<file path="src/rtl/tmc_defs.vh">
// Constants shared by the timer modulo and channel 0 control block
// Functional notes
// [RULE1] Up mode: counter at modulo wraps to zero, overflow set.
// [RULE2] Centre mode: counter at modulo turns down, overflow set.
// [RULE3] One modulo byte written holds off overflow until the other.
// [RULE4] Reset modulo zero; zero modulo means free running.
// [RULE5] Software rewrites modulo after overflow or clears the counter.
// [RULE6] Capture sets the flag on the selected pin edge.
// [RULE7] Compare or edge PWM sets the flag on value match.
// [RULE8] Centre PWM sets the flag on every match, up and down.
// [RULE9] Interrupt requested while flag and enable are both one.
// [RULE10] Flag clears by control read with flag set, then zero write.
// [RULE11] An event between read and write restarts the clear.
// [RULE12] Writing one to the flag does nothing; reset clears it.
// [RULE13] Interrupt enable read/write, reset zero; zero blocks requests.
// [RULE14] Centre off, mode bit B one: edge-aligned PWM.
// [RULE15] Centre off, mode bit B zero: bit A picks capture or compare.
// [RULE16] Edge/level field picks edge, compare action or PWM polarity.
// [RULE17] Edge/level 00 frees the pin for general I/O.
// [RULE18] Capture codes: 01 rising, 10 falling, 11 either edge.
// [RULE19] Compare codes: 00 none, 01 toggle, 10 clear, 11 set.
// [RULE20] PWM code 10 clears on match; x1 sets on match.
// [RULE21] Control bits 1:0 read zero; modulo reads last write.
`ifndef TMC_DEFS_VH
`define TMC_DEFS_VH

// Register indices; byte address is four times the index
`define TMC_IDX_MODH      6'h13
`define TMC_IDX_MODL      6'h14
`define TMC_IDX_CTRL      6'h15

// Register select codes returned by the decoder
`define TMC_SEL_NONE      2'h0
`define TMC_SEL_MODH      2'h1
`define TMC_SEL_MODL      2'h2
`define TMC_SEL_CTRL      2'h3

// Channel control field positions
`define TMC_BIT_FLAG      7
`define TMC_BIT_IE        6
`define TMC_BIT_MSB       5
`define TMC_BIT_MSA       4
`define TMC_BIT_ELSB      3
`define TMC_BIT_ELSA      2

// Reset values and fixed codes
`define TMC_MOD_RST       16'h0000
`define TMC_CTRL_RST      5'h00
`define TMC_CNT_ZERO      16'h0000
`define TMC_CNT_FULL      16'hFFFF
`define TMC_CNT_ONE       16'h0001
`define TMC_ELS_OFF       2'h0
`define TMC_ELS_TOGGLE    2'h1
`define TMC_ELS_CLEAR     2'h2
`define TMC_ELS_SET       2'h3
`define TMC_MS_CAPTURE    2'h0
`define TMC_MS_COMPARE    2'h1

// AXI responses
`define TMC_RESP_OKAY     2'h0
`define TMC_RESP_SLVERR   2'h2

`endif

</file>
<file path="src/rtl/tmc_edge.v">
// Pin edge detector for channel 0 input capture
`timescale 1ns/1ps
module tmc_edge (
    aclk,       // System clock
    aresetn,    // Synchronous reset, active low
    pin_in,     // Channel pin level
    els,        // Edge/level select field
    edge_hit    // Selected edge seen this cycle
);
    input  wire       aclk;
    input  wire       aresetn;
    input  wire       pin_in;
    input  wire [1:0] els;
    output wire       edge_hit;

    reg pin_prev_reg;

    // Previous pin level; reset level low, so a pin high at reset gives
    // one rising edge, masked in tmc_top because the edge select resets to 00
    always @(posedge aclk) begin
        if (!aresetn) begin
            pin_prev_reg <= 1'b0;
        end else begin
            pin_prev_reg <= pin_in;
        end
    end

    // Bit A enables rising, bit B enables falling, both for either
    assign edge_hit = (els[0] & pin_in & ~pin_prev_reg) |
                      (els[1] & ~pin_in & pin_prev_reg); // [RULE18]

endmodule // tmc_edge

</file>
<file path="src/rtl/tmc_top.v">
// Timer counter with modulo limit and channel 0 status and control
//
// Implementation choice: the AXI4-Lite slave port.
`timescale 1ns/1ps
`include "tmc_defs.vh"
module tmc_top #(
    parameter ADDR_W = 8        // AXI address width
) (
    aclk,                       // System clock, 100 MHz
    aresetn,                    // Synchronous reset, active low
    s_axi_awaddr,               // Write address
    s_axi_awvalid,              // Write address valid
    s_axi_awready,              // Write address ready
    s_axi_wdata,                // Write data
    s_axi_wstrb,                // Write byte strobes
    s_axi_wvalid,               // Write data valid
    s_axi_wready,               // Write data ready
    s_axi_bresp,                // Write response
    s_axi_bvalid,               // Write response valid
    s_axi_bready,               // Write response ready
    s_axi_araddr,               // Read address
    s_axi_arvalid,              // Read address valid
    s_axi_arready,              // Read address ready
    s_axi_rdata,                // Read data
    s_axi_rresp,                // Read response
    s_axi_rvalid,               // Read data valid
    s_axi_rready,               // Read data ready
    count_tick,                 // Counter enable
    counter_clear,              // Counter clear
    center_align_select,        // Up/down counting
    chan_value,                 // Channel 0 value
    pin_in,                     // Pin level
    pin_out,                    // Pin drive value
    pin_oe_n,                   // Pin drive, low
    counter_value,              // Counter value
    overflow_event,             // Overflow pulse
    capture_strobe,             // Capture pulse
    chan_irq                    // Channel request
);
    input  wire              aclk;
    input  wire              aresetn;
    input  wire [ADDR_W-1:0] s_axi_awaddr;
    input  wire              s_axi_awvalid;
    output reg               s_axi_awready;
    input  wire [31:0]       s_axi_wdata;
    input  wire [3:0]        s_axi_wstrb;
    input  wire              s_axi_wvalid;
    output reg               s_axi_wready;
    output reg  [1:0]        s_axi_bresp;
    output reg               s_axi_bvalid;
    input  wire              s_axi_bready;
    input  wire [ADDR_W-1:0] s_axi_araddr;
    input  wire              s_axi_arvalid;
    output reg               s_axi_arready;
    output reg  [31:0]       s_axi_rdata;
    output reg  [1:0]        s_axi_rresp;
    output reg               s_axi_rvalid;
    input  wire              s_axi_rready;
    input  wire              count_tick;
    input  wire              counter_clear;
    input  wire              center_align_select;
    input  wire [15:0]       chan_value;
    input  wire              pin_in;
    output reg               pin_out;
    output reg               pin_oe_n;
    output reg  [15:0]       counter_value;
    output reg               overflow_event;
    output reg               capture_strobe;
    output reg               chan_irq;

    ////////////////////////////////////////////////////////////////////////
    // Address decoder shared by read and write paths
    function [1:0] tmc_decode;
        input [ADDR_W-1:0] addr;
        begin
            if (addr[1:0] != 2'h0) begin
                tmc_decode = `TMC_SEL_NONE;
            end else if (addr[ADDR_W-1:2] == `TMC_IDX_MODH) begin
                tmc_decode = `TMC_SEL_MODH;
            end else if (addr[ADDR_W-1:2] == `TMC_IDX_MODL) begin
                tmc_decode = `TMC_SEL_MODL;
            end else if (addr[ADDR_W-1:2] == `TMC_IDX_CTRL) begin
                tmc_decode = `TMC_SEL_CTRL;
            end else begin
                tmc_decode = `TMC_SEL_NONE;
            end
        end
    endfunction

    ////////////////////////////////////////////////////////////////////////
    // State
    reg  [15:0]       mod_reg;
    reg               flag_reg;
    reg  [6:2]        ctrl_reg;      // Control bits at their byte places
    reg               arm_reg;       // Qualifying read seen with flag set
    reg               mod_pend_reg;  // One modulo byte written, waiting
    reg               mod_hi_reg;    // Pending byte was the high one
    reg               dir_down_reg;
    reg  [ADDR_W-1:0] awaddr_reg;
    reg               aw_have_reg;
    reg  [7:0]        wdata_reg;
    reg               wlane_reg;
    reg               w_have_reg;

    wire [1:0] els      = ctrl_reg[`TMC_BIT_ELSB:`TMC_BIT_ELSA];
    wire [1:0] ms       = ctrl_reg[`TMC_BIT_MSB:`TMC_BIT_MSA];
    wire       cap_mode = ~center_align_select &
                          (ms == `TMC_MS_CAPTURE);        // [RULE15]
    wire       oc_mode  = ~center_align_select &
                          (ms == `TMC_MS_COMPARE);        // [RULE15]
    wire       epwm     = ~center_align_select &
                          ctrl_reg[`TMC_BIT_MSB];         // [RULE14]
    wire       pin_used = (els != `TMC_ELS_OFF);          // [RULE17]
    wire       edge_hit;

    tmc_edge u_edge (
        .aclk     (aclk),
        .aresetn  (aresetn),
        .pin_in   (pin_in),
        .els      (els),
        .edge_hit (edge_hit)
    );

    ////////////////////////////////////////////////////////////////////////
    // Counter limit and events
    wire [15:0] top   = (mod_reg == `TMC_CNT_ZERO) ? `TMC_CNT_FULL
                                                    : mod_reg; // [RULE4]
    wire        at_top = (counter_value == top);
    wire        match  = count_tick & (counter_value == chan_value);
    wire        wrap   = count_tick & ~center_align_select & at_top;
    wire        turn   = count_tick & center_align_select & ~dir_down_reg &
                         at_top;
    // Capture on edges; compare and both PWM kinds on every match
    wire        chan_event = cap_mode ? (pin_used & edge_hit)   // [RULE6]
                                      : match;        // [RULE7] [RULE8]

    // Counter, one step per tick
    always @(posedge aclk) begin
        if (!aresetn) begin
            counter_value <= `TMC_CNT_ZERO;
            dir_down_reg  <= 1'b0;
        end else if (counter_clear) begin
            counter_value <= `TMC_CNT_ZERO;
            dir_down_reg  <= 1'b0;
        end else if (count_tick) begin
            if (!center_align_select) begin
                dir_down_reg <= 1'b0;
                if (at_top) begin
                    counter_value <= `TMC_CNT_ZERO;           // [RULE1]
                end else begin
                    counter_value <= counter_value + `TMC_CNT_ONE;
                end
            end else if (!dir_down_reg) begin
                if (at_top) begin
                    dir_down_reg  <= 1'b1;                    // [RULE2]
                    counter_value <= counter_value - `TMC_CNT_ONE;
                end else begin
                    counter_value <= counter_value + `TMC_CNT_ONE;
                end
            end else begin
                if (counter_value == `TMC_CNT_ZERO) begin
                    dir_down_reg  <= 1'b0;
                    counter_value <= counter_value + `TMC_CNT_ONE;
                end else begin
                    counter_value <= counter_value - `TMC_CNT_ONE;
                end
            end
        end
    end

    // Overflow pulse, held off while a modulo update is half done
    always @(posedge aclk) begin
        if (!aresetn) begin
            overflow_event <= 1'b0;
        end else begin
            overflow_event <= (wrap | turn) & ~counter_clear &
                              ~mod_pend_reg;      // [RULE1] [RULE2] [RULE3]
        end
    end

    ////////////////////////////////////////////////////////////////////////
    // Pin drive; flops so the pin never glitches on decode changes
    always @(posedge aclk) begin
        if (!aresetn) begin
            pin_out  <= 1'b0;
            pin_oe_n <= 1'b1;
        end else begin
            pin_oe_n <= ~(pin_used & ~cap_mode);             // [RULE17]
            if (pin_used && oc_mode && match) begin
                case (els)                                   // [RULE19]
                    `TMC_ELS_TOGGLE: pin_out <= ~pin_out;
                    `TMC_ELS_CLEAR:  pin_out <= 1'b0;
                    `TMC_ELS_SET:    pin_out <= 1'b1;
                    default:         pin_out <= pin_out;
                endcase
            end else if (pin_used && epwm && match) begin
                pin_out <= els[0];                           // [RULE20]
            end else if (pin_used && epwm && wrap) begin
                pin_out <= ~els[0];                          // [RULE16]
            end else if (pin_used && center_align_select && match) begin
                // Up-count match ends the pulse, down-count match starts it
                pin_out <= els[0] ^ dir_down_reg;            // [RULE20]
            end
        end
    end

    // Channel interrupt request and capture pulse
    always @(posedge aclk) begin
        if (!aresetn) begin
            chan_irq       <= 1'b0;
            capture_strobe <= 1'b0;
        end else begin
            chan_irq       <= flag_reg & ctrl_reg[`TMC_BIT_IE]; // [RULE9]
            capture_strobe <= cap_mode & pin_used & edge_hit;   // [RULE6]
        end
    end

    ////////////////////////////////////////////////////////////////////////
    // AXI write channel capture; address and data taken in either order
    wire        wr_go  = aw_have_reg & w_have_reg & ~s_axi_bvalid;
    wire [1:0]  wr_sel = tmc_decode(awaddr_reg);
    wire        wr_en  = wr_go & wlane_reg;
    wire [1:0]  rd_sel = tmc_decode(s_axi_araddr);
    wire        rd_go  = s_axi_arvalid & s_axi_arready;

    always @(posedge aclk) begin
        if (!aresetn) begin
            s_axi_awready <= 1'b1;
            s_axi_wready  <= 1'b1;
            aw_have_reg   <= 1'b0;
            w_have_reg    <= 1'b0;
            awaddr_reg    <= {ADDR_W{1'b0}};
            wdata_reg     <= 8'h00;
            wlane_reg     <= 1'b0;
            s_axi_bvalid  <= 1'b0;
            s_axi_bresp   <= `TMC_RESP_OKAY;
        end else begin
            if (s_axi_awvalid && s_axi_awready) begin
                awaddr_reg    <= s_axi_awaddr;
                aw_have_reg   <= 1'b1;
                s_axi_awready <= 1'b0;
            end
            if (s_axi_wvalid && s_axi_wready) begin
                wdata_reg    <= s_axi_wdata[7:0];
                wlane_reg    <= s_axi_wstrb[0];
                w_have_reg   <= 1'b1;
                s_axi_wready <= 1'b0;
            end
            if (wr_go) begin
                aw_have_reg  <= 1'b0;
                w_have_reg   <= 1'b0;
                s_axi_bvalid <= 1'b1;
                s_axi_bresp  <= (wr_sel == `TMC_SEL_NONE) ?
                                `TMC_RESP_SLVERR : `TMC_RESP_OKAY;
            end
            if (s_axi_bvalid && s_axi_bready) begin
                s_axi_bvalid  <= 1'b0;
                s_axi_awready <= 1'b1;
                s_axi_wready  <= 1'b1;
            end
        end
    end

    // Modulo bytes and half-written tracking
    always @(posedge aclk) begin
        if (!aresetn) begin
            mod_reg      <= `TMC_MOD_RST;                    // [RULE4]
            mod_pend_reg <= 1'b0;
            mod_hi_reg   <= 1'b0;
        end else if (wr_en && wr_sel == `TMC_SEL_MODH) begin
            mod_reg[15:8] <= wdata_reg;                      // [RULE21]
            mod_pend_reg  <= ~(mod_pend_reg & ~mod_hi_reg);  // [RULE3]
            mod_hi_reg    <= 1'b1;
        end else if (wr_en && wr_sel == `TMC_SEL_MODL) begin
            mod_reg[7:0]  <= wdata_reg;                      // [RULE21]
            mod_pend_reg  <= ~(mod_pend_reg & mod_hi_reg);   // [RULE3]
            mod_hi_reg    <= 1'b0;
        end
    end

    // Channel control and event flag; a new event beats the clear
    always @(posedge aclk) begin
        if (!aresetn) begin
            ctrl_reg <= `TMC_CTRL_RST;                       // [RULE13]
            flag_reg <= 1'b0;                                // [RULE12]
            arm_reg  <= 1'b0;
        end else begin
            if (wr_en && wr_sel == `TMC_SEL_CTRL) begin
                ctrl_reg <= wdata_reg[`TMC_BIT_IE:`TMC_BIT_ELSA]; // [RULE13]
            end
            if (chan_event) begin
                flag_reg <= 1'b1;                  // [RULE6] [RULE7] [RULE8]
                arm_reg  <= 1'b0;                            // [RULE11]
            end else if (wr_en && wr_sel == `TMC_SEL_CTRL) begin
                // Writing one leaves the flag alone
                if (arm_reg && !wdata_reg[`TMC_BIT_FLAG]) begin
                    flag_reg <= 1'b0;                        // [RULE10]
                end
                arm_reg <= 1'b0;                             // [RULE12]
            end else if (rd_go && rd_sel == `TMC_SEL_CTRL && flag_reg) begin
                arm_reg <= 1'b1;                             // [RULE10]
            end
        end
    end

    ////////////////////////////////////////////////////////////////////////
    // AXI read channel, one read at a time
    always @(posedge aclk) begin
        if (!aresetn) begin
            s_axi_arready <= 1'b1;
            s_axi_rvalid  <= 1'b0;
            s_axi_rdata   <= 32'h00000000;
            s_axi_rresp   <= `TMC_RESP_OKAY;
        end else if (rd_go) begin
            s_axi_arready <= 1'b0;
            s_axi_rvalid  <= 1'b1;
            s_axi_rresp   <= `TMC_RESP_OKAY;
            case (rd_sel)
                `TMC_SEL_MODH: s_axi_rdata <= {24'h000000, mod_reg[15:8]};
                `TMC_SEL_MODL: s_axi_rdata <= {24'h000000, mod_reg[7:0]};
                `TMC_SEL_CTRL: s_axi_rdata <= {24'h000000, flag_reg,
                                               ctrl_reg, 2'h0}; // [RULE21]
                default: begin
                    s_axi_rdata <= 32'h00000000;
                    s_axi_rresp <= `TMC_RESP_SLVERR;
                end
            endcase
        end else if (s_axi_rvalid && s_axi_rready) begin
            s_axi_rvalid  <= 1'b0;
            s_axi_arready <= 1'b1;
        end
    end

endmodule // tmc_top

</file>
<file path="config.mk">
export PLATFORM = sky130hd
export DESIGN_NAME = tmc_top
export DESIGN_NICKNAME = d
export VERILOG_FILES = /design/src/rtl/tmc_edge.v /design/src/rtl/tmc_top.v
export VERILOG_INCLUDE_DIRS = /design/src /design/src/rtl
export SDC_FILE = /design/constraint.sdc
export NUM_CORES = 1
export LEC_CHECK = 0
export ABC_AREA = 1
export BUFFER_PORTS_ARGS = -buffer_cell sky130_fd_sc_hd__clkbuf_2
export CAP_MARGIN = 0
export CORE_UTILIZATION = 54
export CTS_BUF_LIST = sky130_fd_sc_hd__clkbuf_2
export CTS_CLUSTER_SIZE = 16
export DETAILED_ROUTE_END_ITERATION = 16
export PLACE_DENSITY = 0.84
export SYNTH_ARGS = -nofsm -noshare
export SYNTH_HDL_FRONTEND = slang
export SYNTH_SLANG_ARGS = --single-unit
</file>
<file path="constraint.sdc">
create_clock -name aclk -period 2.2 [get_ports aclk]
set_clock_uncertainty 0.1 [all_clocks]
set_input_delay 0.44 -clock aclk [delete_from_list [all_inputs] [get_ports aclk]]
set_output_delay 0.44 -clock aclk [all_outputs]
set_load 0.05 [all_outputs]
</file>
==> impl_metrics.yaml <==
sta:
  setup_ws_ns: -0.0929
  setup_violations: 15
  slew_headroom_pct: 63.1
  slew_violations: 0
  worst_pin_slew_ns: 0.552
  rsz0062_at_grt: "true"
  finalCriticalPeriod_ns: 2.29
  final_hold_viol_count: 0
  fmax_mhz: 436
  finalCritPeriodShare_pct: 104
die:
  die_area_sq_um: 9440
  die_y_um: 97.2
  initial_utilization_pct: 55.8
  fp.dieW_um: 97.2
  num_io_pins: 141
  coreArea_sq_um: 8760
  rows: 34
cells_and_area:
  diodes: 0
  nFillCells: 713
  nNetsFinal: 974
  final_area_sq_um: 6230
  area_delta_synth_final_pct: 27.3
  instances_no_fill: 1005
  layout-drive-gt1-share_pct: 28.8
min_path:
  hold_depth: 3
  hold_class: "in -> reg"
placement:
  pre_cts_ws_ns: -0.0271
  placedCellCount: 976
  gp_congestion: 0.981
  port_buffers: 87
  hpwl_um: 11200
  dpl_cell_area_sq_um: 5730
worst_setup_path:
  path_max_fanout: 8
  worst-setup-path-type: "reg -> reg"
  cp-end-kind: "flip-flop"
  critPathLaunchType: "flip-flop"
  cp_data_required_time_ns: 2.61
  arrival_ns: 2.70
  worst-r2r-cell-count: 16
routing:
  drt_wl_total_um: 15000
  routedWlPerCell_um: 14.9
  drc: 0
  drt_iter0_drc: 396
  dr.pass1.iters: 5
  via_count: 5503
  ant_nets: 0
  routed_via_density: 5.48
power_and_ir_drop:
  power_uw: 2940
  total_leakage_power_uw: 0.00283
  power.switching_uw: 1050
  vdd_drop_max_v: 0.000372
  swShare_pct: 35.6
  p_int_uw: 1890
  p_clk_share_pct: 28.5
  power_density_nw_per_um2: 471
  combinationalPowerShare_pct: 18.0
  seq_power_share_pct: 53.5
logic_synthesis:
  synth_edf_count: 0
  synth.avg_cell_area_sq_um: 6.57
  ys_types: 42
  netlist_instances: 745
  netlist_area_sq_um: 4890
  yosysWarnings: 0
  synthArstFlopShare_pct: 0
  ys.flop_type: "dfxtp_1"
  synth.yosys.seq_area_share_pct: 33.6
  synth-seq-cells: 82
cts:
  cts_inserted_buffers: 9
  cts_tree: "done"
  clock_latency_ns: 0.58
  cts_root_buf: "clkbuf_2"
  clockBufferDepth: 2
  clk_pin_slew_worst_paths_ns: 0.29
  clock-sinks: 82
  htreeDepth: 3
grt:
  grt.overflow.total: 0
  antenna_found_initial: 0
  grt_max_degree: 47
  grt_pass1_wl_um: 23300
  grt_pass1_vias: 4992
  gr-usage-all-layers_pct: 30.5
run_status:
  violations: "setup timing"
  outcome: "finished with violations"
job:
  drv_cap: 0
[power groups by stage]
| stage | clock network [uW] | logic, uW | registers, uW |
|---|---|---|---|
| after floorplan | 0 | 336 | 1650 |
| after global placement | 0 | 486 | 1590 |
| after detailed placement | 0 | 497 | 1600 |
| after CTS | 846 | 508 | 1570 |
| after global routing | 910 | 573 | 1580 |
| final | 837 | 529 | 1570 |
[worst paths after layout]
path / startpoint / end / slack (ns)
max: mod_reg[3]$_SDFFE_PN0P_ / counter_value[4]$_SDFFE_PP0P_ / -0.09
min reg2reg: awaddr_reg[7]$_SDFFE_PN0P_ / awaddr_reg[7]$_SDFFE_PN0P_ / 0.38
max reg2reg: mod_reg[3]$_SDFFE_PN0P_ / counter_value[4]$_SDFFE_PP0P_ / -0.09
min: s_axi_awaddr[4] / awaddr_reg[4]$_SDFFE_PN0P_ / 0.02
[cell type report]
class	instances	area, sq um	area share, %
flip-flops and latches	82	1660	26.6
inverters	95	362	5.81
repair buffers	166	1100	17.7
multi-input cells	538	2850	45.7
clock inverters	7	76.3	1.23
well taps	108	135	2.17
clock buffers	9	45.0	0.723
[repair_timing]
| item | CTS | global route |
|---|---|---|
| gates cloned | 0 | 2 |
| hold endpoints to repair | 8 | 1 |
| resized for setup | 5 | 64 |
| pin swaps | 0 | 43 |
| endpoints found under the setup margin | 5 | 18 |
| buffers inserted | 0 | 3 |
| hold buffers | 7 | 1 |
[stage by stage]
stage               setup TNS, ns  util, %  hold WS, ns
finish                     -0.740     71.1       0.0161
global route                -2.98     71.1      0.00870
CTS                       -0.0817     67.8      0.00325
detailed placement        -0.0508     65.4        0.359
global placement                0     65.4        0.341
floorplan                 -0.0163        -        0.328
[logic make-up after synthesis]
kind of cell	after synthesis	share of synthesized area (%)
other	1	0.0767
buffers and inverters	150	14.3
AOI/OAI and AO/OA	159	17.9
DFF	82	33.6
adders and majority gates	3	0.767
xor gates and xnor gates	28	5.01
and+or+nand+nor	322	28.5
[per-layer routing]
| layer | vias to the layer above | global-route usage (%) | share of wire (%) |
|---|---|---|---|
| li1 | 2663 | - | - |
| met1 | 2516 | 39.0 | 41 |
| met2 | 272 | 50.7 | 48 |
| met3 | 52 | 4.46 | 7.4 |
| met4 | 0 | 14.4 | 3.4 |
| met5 | - | 0 | 0 |
[cell usage in the layout (no fill, tap or decap), types with 4 or more instances in the layout]
| cell | n |
|---|---|
| a21oi_2 | 4 |
| nor2_2 | 19 |
| nand2_2 | 18 |
| nor2_1 | 72 |
| dfxtp_2 | 13 |
| nand4_1 | 7 |
| nand3_1 | 29 |
| buf_4 | 66 |
| nor3_1 | 8 |
| nor4_1 | 6 |
| nor3_2 | 4 |
| xnor2_1 | 4 |
| a21oi_1 | 65 |
| a32oi_1 | 4 |
| clkbuf_2 | 96 |
| nand3_2 | 12 |
| o22ai_1 | 10 |
| inv_1 | 94 |
| xor2_1 | 24 |
| o21ai_0 | 55 |
| dlygate4sd3_1 | 8 |
| dfxtp_1 | 69 |
| nand2_1 | 136 |
| conb_1 | 26 |
[cells in the mapped netlist, types with 3 or more instances]
cell type	n	share of area (%)
nand2_1	152	12
inv_1	94	7.2
nor2_1	89	6.8
dfxtp_1	82	34
a21oi_1	68	7.0
o21ai_0	56	5.7
nand3_1	38	3.9
buf_4	28	4.3
xor2_1	24	4.3
clkbuf_1	19	1.5
nor3_1	11	1.1
o22ai_1	10	1.3
nand4_1	7	0.90
nor4_1	7	0.90
buf_2	5	0.51
nand3_2	5	1.0
a32oi_1	4	0.72
xnor2_1	4	0.72
a22oi_1	3	0.46
buf_6	3	0.69
ha_1	3	0.77
nand2_2	3	0.38
nand3b_1	3	0.46
o211ai_1	3	0.46
o21ai_1	3	0.31
[critical path: stages (launching register included)]
cell	delay (ns)
dfxtp_2	0.38
nor2_1	0.10
nand2_1	0.08
nor2_2	0.14
nand2_4	0.10
clkbuf_16	0.18
nand3_2	0.06
nand2_2	0.06
nor2_1	0.11
nand2_1	0.07
nor2_2	0.13
nand2_2	0.11
nand2_4	0.14
nand3_4	0.11
inv_6	0.11
nand2_1	0.09
a21oi_1	0.16
Note: power is estimated with default switching activity, not from simulation.
